===== src/rtl/sink_timers_pkg.sv =====
// Package: register map, field layout, reset values and carrier types for the sink timers
package sink_timers_pkg;

  // Register byte offsets
  localparam logic [11:0] TRAIN_OPT_OFFSET = 12'h210;
  localparam logic [11:0] CR_TIMEOUT_OFFSET = 12'h21C;
  localparam logic [11:0] IDLE_LIMIT_OFFSET = 12'h220;
  localparam logic [11:0] INT_STATUS_OFFSET = 12'h240;
  localparam logic [11:0] INT_MASK_OFFSET = 12'h244;
  localparam logic [11:0] TRAIN_STATUS_OFFSET = 12'h248;

  // Training-options field positions
  localparam int EQ_OPT_LSB = 10;
  localparam int MAX_PE_LSB = 12;
  localparam int PE_TABLE_LSB = 14;
  localparam int PE_TABLE_ENTRIES = 5;

  // Clock-recovery config field positions
  localparam int CR_LIMIT_W = 20;
  localparam int CR_DISABLE_BIT = 30;

  // Reset values
  localparam logic [31:0] TRAIN_OPT_RESET = 32'h0000_0000;
  localparam logic [19:0] CR_LIMIT_RESET = 20'h01388;
  localparam logic [31:0] IDLE_LIMIT_RESET = 32'h0131_2D00;
  localparam logic [1:0] INT_MASK_RESET = 2'h0;

  // Interrupt bit positions
  localparam int INT_UNPLUG_BIT = 0;
  localparam int INT_CR_FAIL_BIT = 1;

  // Channel-equalization policy codes
  typedef enum logic [1:0] {
    EQ_STEP = 2'h0,
    EQ_HOLD = 2'h1,
    EQ_NA = 2'h2,
    EQ_TABLE = 2'h3
  } eq_policy_type;

  // Training attempt states, one-hot
  typedef enum logic [2:0] {
    TR_IDLE = 3'h1,
    TR_LOCK = 3'h2,
    TR_EQ = 3'h4
  } train_state_type;

  // Whole block state
  typedef struct packed {
    logic [31:0] train_opt;
    logic [19:0] cr_limit;
    logic cr_disable;
    logic [31:0] idle_limit;
    logic [1:0] int_status;
    logic [1:0] int_mask;
    logic [31:0] idle_count;
    logic [19:0] cr_count;
    train_state_type tr_state;
    logic [2:0] iteration;
    logic [1:0] pe_request;
    logic train_fail;
    logic [31:0] prdata;
    logic pslverr;
    logic pready_r;
    logic [1:0] bs_sync;
    logic [1:0] lock_sync;
  } sink_state_type;

endpackage


===== src/rtl/sink_training_and_unplug_timers.sv =====
// Sink training pre-emphasis policy, clock-recovery lock timer and unplug idle timer
//
// Summary of operation
// - Training-options bits 13:12 hold the maximum pre-emphasis level.
// - Bits 23:14 hold five 2-bit pre-emphasis levels for iterations one to five.
// - Policy 00 steps to maximum, 01 holds maximum, 11 reads the table.
// - Clock-recovery timeout limit is 20 bits at 19:0, reset 20'h1388.
// - The lock timer counts on the register clock, never the link clock.
// - Bit 30 disables the training timeout so expiry never aborts training.
// - Idle period register is 32 bits, reset 0x1312D00, 200 ms at 100 MHz.
// - No blanking-start symbol for the idle period raises the unplug interrupt.
// - The unplug counter runs on the register clock, loaded from the period.
// - Counter reloads on each blanking-start symbol and on reaching terminal count.
`timescale 1ns/1ps
module sink_training_and_unplug_timers
  import sink_timers_pkg::*;
(
  input wire logic pclk,
  input wire logic presetn,
  input wire logic psel,
  input wire logic penable,
  input wire logic pwrite,
  input wire logic [11:0] paddr,
  input wire logic [31:0] pwdata,
  output logic [31:0] prdata,
  output logic pready,
  output logic pslverr,
  input wire logic train_start,
  input wire logic iteration_step,
  input wire logic cr_locked,
  input wire logic train_done,
  input wire logic bs_seen,
  output logic [1:0] pe_request,
  output logic train_fail,
  output logic [2:0] iteration,
  output logic irq
);

  sink_state_type s_r;
  sink_state_type s_nxt;

  // Maps a byte offset to a known register; drives the error answer
  function automatic logic addr_known(input logic [11:0] a);
    addr_known = (a == TRAIN_OPT_OFFSET) || (a == CR_TIMEOUT_OFFSET) ||
                 (a == IDLE_LIMIT_OFFSET) || (a == INT_STATUS_OFFSET) ||
                 (a == INT_MASK_OFFSET) || (a == TRAIN_STATUS_OFFSET);
  endfunction

  // Table entry for a 1-based iteration, last entry beyond five
  function automatic logic [1:0] table_level(input logic [31:0] opt, input logic [2:0] it);
    logic [2:0] idx;
    idx = (it == 3'h0) ? 3'h0 : ((it > 3'h5) ? 3'h4 : 3'(it - 3'h1));
    table_level = opt[PE_TABLE_LSB + 2 * idx +: 2];
  endfunction

  logic wr_acc;
  logic rd_acc;
  logic acc_first;
  logic bs_edge_free;
  logic [1:0] max_pe;
  eq_policy_type eq_opt;

  // One wait state lets registered read data and error stand at the ready edge
  assign acc_first = psel && penable && !s_r.pready_r;
  assign wr_acc = psel && penable && pwrite && s_r.pready_r;
  assign rd_acc = acc_first && !pwrite;
  // Fields decoded from the options register; the free reload source is tied low
  // maximum level field
  assign max_pe = s_r.train_opt[MAX_PE_LSB +: 2];
  assign eq_opt = eq_policy_type'(s_r.train_opt[EQ_OPT_LSB +: 2]);
  assign bs_edge_free = 1'b0;

  // Next-state logic for registers, timers and the training attempt
  always_comb begin
    s_nxt = s_r;
    // Ready and error answer the first access cycle one cycle later
    s_nxt.pready_r = acc_first;
    s_nxt.pslverr = acc_first && !addr_known(paddr);
    // bs_seen and cr_locked pass two flops before use
    s_nxt.bs_sync = {s_r.bs_sync[0], bs_seen};
    s_nxt.lock_sync = {s_r.lock_sync[0], cr_locked};

    // Register writes take effect at the edge where pready is high
    if (wr_acc) begin
      unique case (paddr)
        TRAIN_OPT_OFFSET: s_nxt.train_opt = pwdata;
        CR_TIMEOUT_OFFSET: begin
          s_nxt.cr_limit = pwdata[CR_LIMIT_W-1:0];
          s_nxt.cr_disable = pwdata[CR_DISABLE_BIT];
        end
        IDLE_LIMIT_OFFSET: s_nxt.idle_limit = pwdata;
        INT_MASK_OFFSET: s_nxt.int_mask = pwdata[1:0];
        default: ;
      endcase
    end

    // Read data is registered; a status read clears the sticky bits
    if (rd_acc) begin
      s_nxt.prdata = 32'h0000_0000;
      unique case (paddr)
        TRAIN_OPT_OFFSET: s_nxt.prdata = s_r.train_opt;
        CR_TIMEOUT_OFFSET: begin
          s_nxt.prdata[CR_LIMIT_W-1:0] = s_r.cr_limit;
          s_nxt.prdata[CR_DISABLE_BIT] = s_r.cr_disable;
        end
        IDLE_LIMIT_OFFSET: s_nxt.prdata = s_r.idle_limit;
        INT_STATUS_OFFSET: begin
          s_nxt.prdata[1:0] = s_r.int_status;
          s_nxt.int_status = 2'h0;
        end
        INT_MASK_OFFSET: s_nxt.prdata[1:0] = s_r.int_mask;
        TRAIN_STATUS_OFFSET: s_nxt.prdata = {22'h0, s_r.tr_state, s_r.iteration,
                                             s_r.pe_request, s_r.train_fail, s_r.lock_sync[1]};
        default: ;
      endcase
    end

    // Unplug counter counts down on pclk, reloading on symbol or timeout
    // register clock, loaded from period
    // reload on symbol or terminal count
    if (s_r.bs_sync[1] || bs_edge_free) begin
      s_nxt.idle_count = s_r.idle_limit;
    end else if (s_r.idle_count == 32'h0000_0000) begin
      s_nxt.idle_count = s_r.idle_limit;
      // unplug event, set wins over clear
      s_nxt.int_status[INT_UNPLUG_BIT] = 1'b1;
    end else begin
      s_nxt.idle_count = s_r.idle_count - 32'h0000_0001;
    end

    // Training attempt sequencing
    unique case (s_r.tr_state)
      TR_IDLE: begin
        if (train_start) begin
          s_nxt.tr_state = TR_LOCK;
          s_nxt.cr_count = 20'h00000;
          s_nxt.train_fail = 1'b0;
          s_nxt.iteration = 3'h0;
        end
      end
      TR_LOCK: begin
        s_nxt.cr_count = 20'(s_r.cr_count + 20'h00001);
        if (s_r.lock_sync[1]) begin
          // First equalization iteration
          s_nxt.tr_state = TR_EQ;
          s_nxt.iteration = 3'h1;
          s_nxt.pe_request = (eq_opt == EQ_TABLE) ? table_level(s_r.train_opt, 3'h1) :
                             (eq_opt == EQ_HOLD) ? max_pe : 2'h0;
        end else if (!s_r.cr_disable && s_r.cr_count >= s_r.cr_limit) begin
          s_nxt.tr_state = TR_IDLE;
          s_nxt.train_fail = 1'b1;
          s_nxt.int_status[INT_CR_FAIL_BIT] = 1'b1;
        end
      end
      TR_EQ: begin
        if (train_done || train_start) begin
          s_nxt.tr_state = TR_IDLE;
        end else if (iteration_step) begin
          s_nxt.iteration = (s_r.iteration == 3'h7) ? 3'h7 : 3'(s_r.iteration + 3'h1);
          unique case (eq_opt)
            EQ_STEP: s_nxt.pe_request = (s_r.pe_request < max_pe) ?
                                        2'(s_r.pe_request + 2'h1) : max_pe;
            EQ_HOLD: s_nxt.pe_request = max_pe;
            EQ_TABLE: s_nxt.pe_request = table_level(s_r.train_opt,
                                          (s_r.iteration == 3'h7) ? 3'h7 :
                                          3'(s_r.iteration + 3'h1));
            EQ_NA: s_nxt.pe_request = s_r.pe_request; // Unused code holds level
          endcase
        end
      end
      default: s_nxt.tr_state = TR_IDLE;
    endcase
  end

  // State register; constants only under reset
  always_ff @(posedge pclk or negedge presetn) begin
    if (!presetn) begin
      s_r <= '{train_opt: TRAIN_OPT_RESET, cr_limit: CR_LIMIT_RESET, cr_disable: 1'b0,
               idle_limit: IDLE_LIMIT_RESET, int_status: 2'h0, int_mask: INT_MASK_RESET,
               idle_count: IDLE_LIMIT_RESET, cr_count: 20'h00000, tr_state: TR_IDLE,
               iteration: 3'h0, pe_request: 2'h0, train_fail: 1'b0,
               prdata: 32'h0000_0000, pslverr: 1'b0, pready_r: 1'b0, bs_sync: 2'h0,
               lock_sync: 2'h0};
    end else begin
      s_r <= s_nxt;
    end
  end

  // Outputs come straight from the state register; irq is the OR of status bits gated by the mask
  assign prdata = s_r.prdata;
  assign pslverr = s_r.pslverr;
  assign pready = s_r.pready_r;
  assign pe_request = s_r.pe_request;
  assign train_fail = s_r.train_fail;
  assign iteration = s_r.iteration;
  assign irq = |(s_r.int_status & s_r.int_mask);

endmodule // sink_training_and_unplug_timers


===== config.mk =====
export PLATFORM = sky130hd
export DESIGN_NAME = sink_training_and_unplug_timers
export DESIGN_NICKNAME = d
export VERILOG_FILES = /design/src/rtl/sink_timers_pkg.sv /design/src/rtl/sink_training_and_unplug_timers.sv
export SDC_FILE = /design/constraint.sdc
export NUM_CORES = 1
export LEC_CHECK = 0
export BUFFER_PORTS_ARGS = -buffer_cell sky130_fd_sc_hd__buf_2
export CORE_UTILIZATION = 60
export CTS_BUF_LIST = sky130_fd_sc_hd__clkbuf_16
export CTS_CLUSTER_DIAMETER = 40
export CTS_CLUSTER_SIZE = 16
export DETAILED_ROUTE_END_ITERATION = 7
export GPL_TIMING_DRIVEN = 0
export PLACE_DENSITY = 0.9
export SETUP_SLACK_MARGIN = 0.02
export SLEW_MARGIN = 25
export SYNTH_ARGS = -nofsm -noshare
export SYNTH_HDL_FRONTEND = slang
export SYNTH_SLANG_ARGS = --single-unit
export TNS_END_PERCENT = 30

===== constraint.sdc =====
create_clock -name pclk -period 3.05 [get_ports pclk]
set_input_delay 0.4575 -clock pclk [delete_from_list [all_inputs] [get_ports pclk]]
set_output_delay 0.4575 -clock pclk [all_outputs]
set_load 0.01 [all_outputs]

Word-level counts from Yosys, hierarchy flattened
Cells that the tools add are included.

$add $sub $neg: 6. $lt $le $gt $ge: 3. Equal/unequal tests: 22. Shift-type cells: 1. Mux-type cells: 36. Bitwise logic cells: 1. Reduce and logical (&&, ||, !) cells: 33.

Operators with widths (count): $eq A12 B10 Y1 const B (6); $pmux W18 S4 (1); $mux W32 (2); $pmux W20 S2 (1); $logic_not A32 Y1 (1); $shiftx A32 B6 Y2 (1); $sub A32 B1 Y32 const B (1); $mux W26 (1); $add A20 B1 Y20 const B (1); $ge A20 B20 Y1 (1); $pmux W10 S2 (1); $mux W3 (6); $pmux W3 S3 (2); $ne A2 B2 Y1 const B (8); $mux W5 (3); $pmux W2 S6 (1); $mux W2 (5); $reduce_and A2 Y1 (5); $reduce_and A5 Y1 (2); $mux W1 (8); $logic_and A1 B1 Y1 (7); $eq A3 B3 Y1 const B (2); $logic_or A1 B1 Y1 (6); $pmux W2 S3 (1); other kinds (23) (29).

Flip-flop bits (word level): 188. Bits of input ports: 54. Output and inout port bits: 41. Word-level logic and storage cells: 119.

Depth between registers and ports, before layout
Depth after elaboration: 11. Gate-level depth with buffers: 11. Depth with buffers taken out: 10.

Worst setup path after synthesis
Ideal clock, no wire load.

Kind: reg-to-reg. Start: register s_r, in the netlist iteration[0]. End: register s_r, in the netlist pe_request[1]. Setup time: 129 ps. Arrival: 2618 ps. Required time: 2921 ps. Slack: 302 ps. Stages on the path, launching flop included: 12. Buffers on the path: 1. Period minus slack after synthesis: 2748 ps. Cells stage by stage: dfrtp_1 > clkbuf_1 > inv_1 > ha_1 > a21oi_1 > ha_1 > nor4b_1 > a31oi_1 > mux2i_1 > mux2i_1 > a22oi_1 > a21oi_1.

Cells in the longest elaborated chain, start to end: 11. Elaborated cells between the ends (all ways): 14. Classes of those cells: add/sub: 3; order compare: 1; eq/ne: 1; shift: 1; mux: 7; reduce/logical: 1.

RTL lines: start: declaration (RTL line sink_training_and_unplug_timers.sv:39) `sink_state_type s_r;`; start signal: assignment (RTL line sink_training_and_unplug_timers.sv:178) `s_r <= '{train_opt: TRAIN_OPT_RESET, cr_limit: CR_LIMIT_RESET, cr_disable: 1'b0,`; start signal: assignment (RTL line sink_training_and_unplug_timers.sv:185) `s_r <= s_nxt;`; $add A3 B1 Y3 / $eq A3 B3 Y1 (equally long branches) (RTL line sink_training_and_unplug_timers.sv:166, sink_training_and_unplug_timers.sv:165); $mux W3 * (RTL line sink_training_and_unplug_timers.sv:165) `(s_r.iteration == 3'h7) ? 3'h7 :`; $sub A3 B1 Y3 / $gt A3 B3 Y1 (equally long branches) (RTL line sink_training_and_unplug_timers.sv:52) `idx = (it == 3'h0) ? 3'h0 : ((it > 3'h5) ? 3'h4 : 3'(it - 3'h1));`; $mux W3 (RTL line sink_training_and_unplug_timers.sv:52); $mux W3 * (RTL line sink_training_and_unplug_timers.sv:52); $add A4 B4 Y5 * (RTL line sink_training_and_unplug_timers.sv:53) `table_level = opt[PE_TABLE_LSB + 2 * idx +: 2];`; $shiftx A32 B6 Y2 * (RTL line sink_training_and_unplug_timers.sv:53); $pmux W2 S3 * (RTL line sink_training_and_unplug_timers.sv:160) `unique case (eq_opt)`; $mux W5 * (RTL line sink_training_and_unplug_timers.sv:158) `end else if (iteration_step) begin`; $mux W5 * (RTL line sink_training_and_unplug_timers.sv:156) `if (train_done || train_start) begin`; $pmux W2 S2 * (RTL line sink_training_and_unplug_timers.sv:132) `unique case (s_r.tr_state)`.

Mark *: on every way between the ends. The rest lies on a longest branch, timed or not. The select of a mux whose other input is x is not followed. A chain may end at the register's enable or synchronous reset.

==> results.md <==
* Compound-gate portion of the synthesized area at 13.7%
* Place WS at -419 ps
* Slowest CP cell: or4_1
* Fin crit period at 2970 ps
* Post-layout util at 71.7%
* CP arrival at 3330 ps
* CP Cell Sequence: or4_4 > or3_1 > buf_2 > or4_1 > nor2b_1 > buf_6 > buf_2 > nor2_1 > a21oi_1
* Synth area leaders: dfrtp_1 44%, mux2_2 7.3%, dfstp_2 6.1%
* Psw at 0.00183 W
* Routed vias/inst at 6.56
* Mapped Area at 0.00954 mm²
* Drt drc at 0
* Post-Synthesis Cells at 942
* Antenna violations before repair at 0
* Die area at 0.0164 mm²
* CTS tree: yes
* CP Class: register to register
* Final cycle utilization of the critical path at 97.4%
* Share of the synthesized area in the top cell type at 43.5%
* CP max stage delay at 570 ps
* Max-slew headroom at 41.6%
* Hold Fails Final Rpt at 0
* All-Layer GR Usage at 35.1%
* Largest net degree at the start of global routing at 85
* Via Count at 8419
* R2r setup slk at 80 ps
* Die Width at 128 µm
* Num CTS Buffers at 17
* Syn Area/Cell at 10.1 µm²
* Seq cells post-synth at 188
* Nets at 1142
* CP endpoint kind: register
* Mux share of post-synthesis cell area at 9.22%
* First-pass GRT wire length at 42800 µm
* Clock skew at 9.07 ps
* Row cnt at 45
* Worst Tran Pin Value at 872 ps
* Root buf cell: clkbuf_16
* Post-synthesis sequential area ratio at 49.6%
* Synth cell types at 59
* Synth top cells by count: 166 x dfrtp_1, 89 x nand2_1, 88 x nor2_1, 62 x mux2_2, 61 x o21ai_0
* Ratio of cells with drive above 1 in the final layout at 26.2%
* PortBufs at 94
* Max VDD drop at 0.446 mV
* Most frequent CP cell: buf_2
* Drt initial violations at 1267
* HP Class: input pin to register
* Share of power burned in registers at 45.5%
* # clock sinks at 188
* Critical path peak fanout at 10
* Post-synth top area cell: dfrtp_1
* Sw Ratio at 29.7%
* Worst path required time at 3410 ps
* Antenna Nets Post-Route at 0
* LEAKAGE at 5.27 nW
* EDFF count, synth at 0
* WP buf/inv at 3
* Grt ovf at 0
* Setup-failing EPs final at 0
* GPL Wtd Cong at 0.882
* WL per Instance at 21.6 µm
* DIE HEIGHT at 128 µm
* Reg clk slew, reported paths at 70 ps
* Pint at 0.00432 W
* Top-count cell post-synth: dfrtp_1
* Largest family of logic cells by synthesized area: simple AND/OR/NAND/NOR gates
* Slew Viols, Final at 0
* Final setup margin at 79.5 ps
* Clock share of power at 35.8%
* Post-Synth Simple-Gate Area at 14.8%
* Layout area overhead at 15.5%
* Outcome: finished, final reports clean
* Async SR Flop Fraction at 100%
* Top Family by Delay on Critical Path: simple AND/OR/NAND/NOR gates
* Maximum clock frequency at 337 MHz
* Synthesized Nets at 1024
* Top FF cell, synth: dfrtp_1
* XOR/XNOR share of the synthesized area at 2.66%
* Max Cap Violations at 0
* RSZ-0062 raised after global routing: yes
* Critical Path Start Type: register
* # diodes at 0
* Initial Utilization at 62.1%
* Vias in the first global route at 8162
* Overall routed net length at 27800 µm
* Total power per unit cell area at 558 mW/mm²
* Post-Synth Adder-Cell Area at 3.67%
* Yosys warns at 0
* Post-DP HPWL at 18900 µm
* Ports at 95
* Max Root-Sink Buffers at 2
* H-tree levels at 4
* Core Area at 0.0154 mm²
* Worst-Skew Late Latency at 450 ps
* DR pass1 iterations at 7
* Gate power share at 18.7%
-- power groups by stage --
stage / logic, W / registers, W / clock network [W]
global placement: 0.00101 / 0.00281 / 0
floorplan: 0.000721 / 0.00277 / 0
CTS: 0.00111 / 0.00278 / 0.00219
global route: 0.00126 / 0.00281 / 0.00229
finish: 0.00115 / 0.00279 / 0.00220
detailed placement: 0.00107 / 0.00282 / 0
-- worst paths after layout --
kind	from	to	cells past startpoint
min reg2reg	s_nxt[3]	s_r[3]	0
min	cr_locked	s_nxt[1]	1
max in group asynchronous	presetn	s_r[91]	4
max	s_r[81]	s_r[87]	9
max reg2reg	s_r[81]	s_r[87]	9
min in group asynchronous	presetn	s_r[56]	2
-- per-stage QoR --
step                      hold WS (ps)  setup TNS, ps  cells  area (µm²)  total power (W)
final                              116              0   1284       11000          0.00615
after global routing               108          -23.8   1284       11000          0.00636
after CTS                          112              0   1284       11000          0.00609
after detailed placement           339         -11720   1249       10400          0.00389
after global placement             336        -245290   1247       10300          0.00383
after floorplan                    162              0    942        9540          0.00349
-- cell type report --
cell class              count  area (µm²)
plain buffers              85         490
clock buffers              17         425
clock inverters            15         146
fillers                   978        4350
inverters                  33         124
multi-input cells         636        4280
flip-flops and latches    188        4730
well taps                 211         264
repair buffers             99         561
-- what timing repair did --
item                                    in CTS  in global routing
endpoints found under the setup margin       2                  5
cloned                                       0                  0
gates resized for setup                      3                 13
buffers inserted                             2                  0
hold endpoints to repair                    47                  0
hold buffers                                 1                  0
-- layout by cell type (no fill, tap or decap), types with 22 or more instances in the layout --
master      n
dfrtp_1   166
ha_1       28
nand2_1    89
mux2_2     62
nor2_1     88
nand3_1    23
clkbuf_1   33
buf_4      39
buf_2     104
dfstp_2    22
inv_1      33
o21ai_0    61
a21oi_1    46
-- cell families after synthesis --
| group | count (synthesis) |
|---|---|
| xor+xnor | 29 |
| mux | 80 |
| fa+ha+maj | 28 |
| compound gates | 204 |
| simple gates | 295 |
| flops | 188 |
| buf+inv | 118 |
-- sequential cells by signal, summed over array words and instances (netlist names) --
| signal | cells |
|---|---|
| pready | 1 |
| pe_request | 2 |
| prdata | 32 |
| train_fail | 1 |
| pslverr | 1 |
| eq_opt | 2 |
| s_nxt | 2 |
| max_pe | 2 |
| iteration | 3 |
| s_r | 142 |
-- layer usage --
| layer | vias to the layer above | track usage, % | wire length, µm |
|---|---|---|---|
| met2 | 624 | 56.7 | 13300 |
| met4 | 0 | 19.5 | 1380 |
| met1 | 4069 | 44.0 | 10000 |
| met3 | 139 | 7.85 | 3010 |
| li1 | 3587 | - | - |
| met5 | - | 0 | 0 |
No activity file was read; power rests on OpenSTA's default activity.
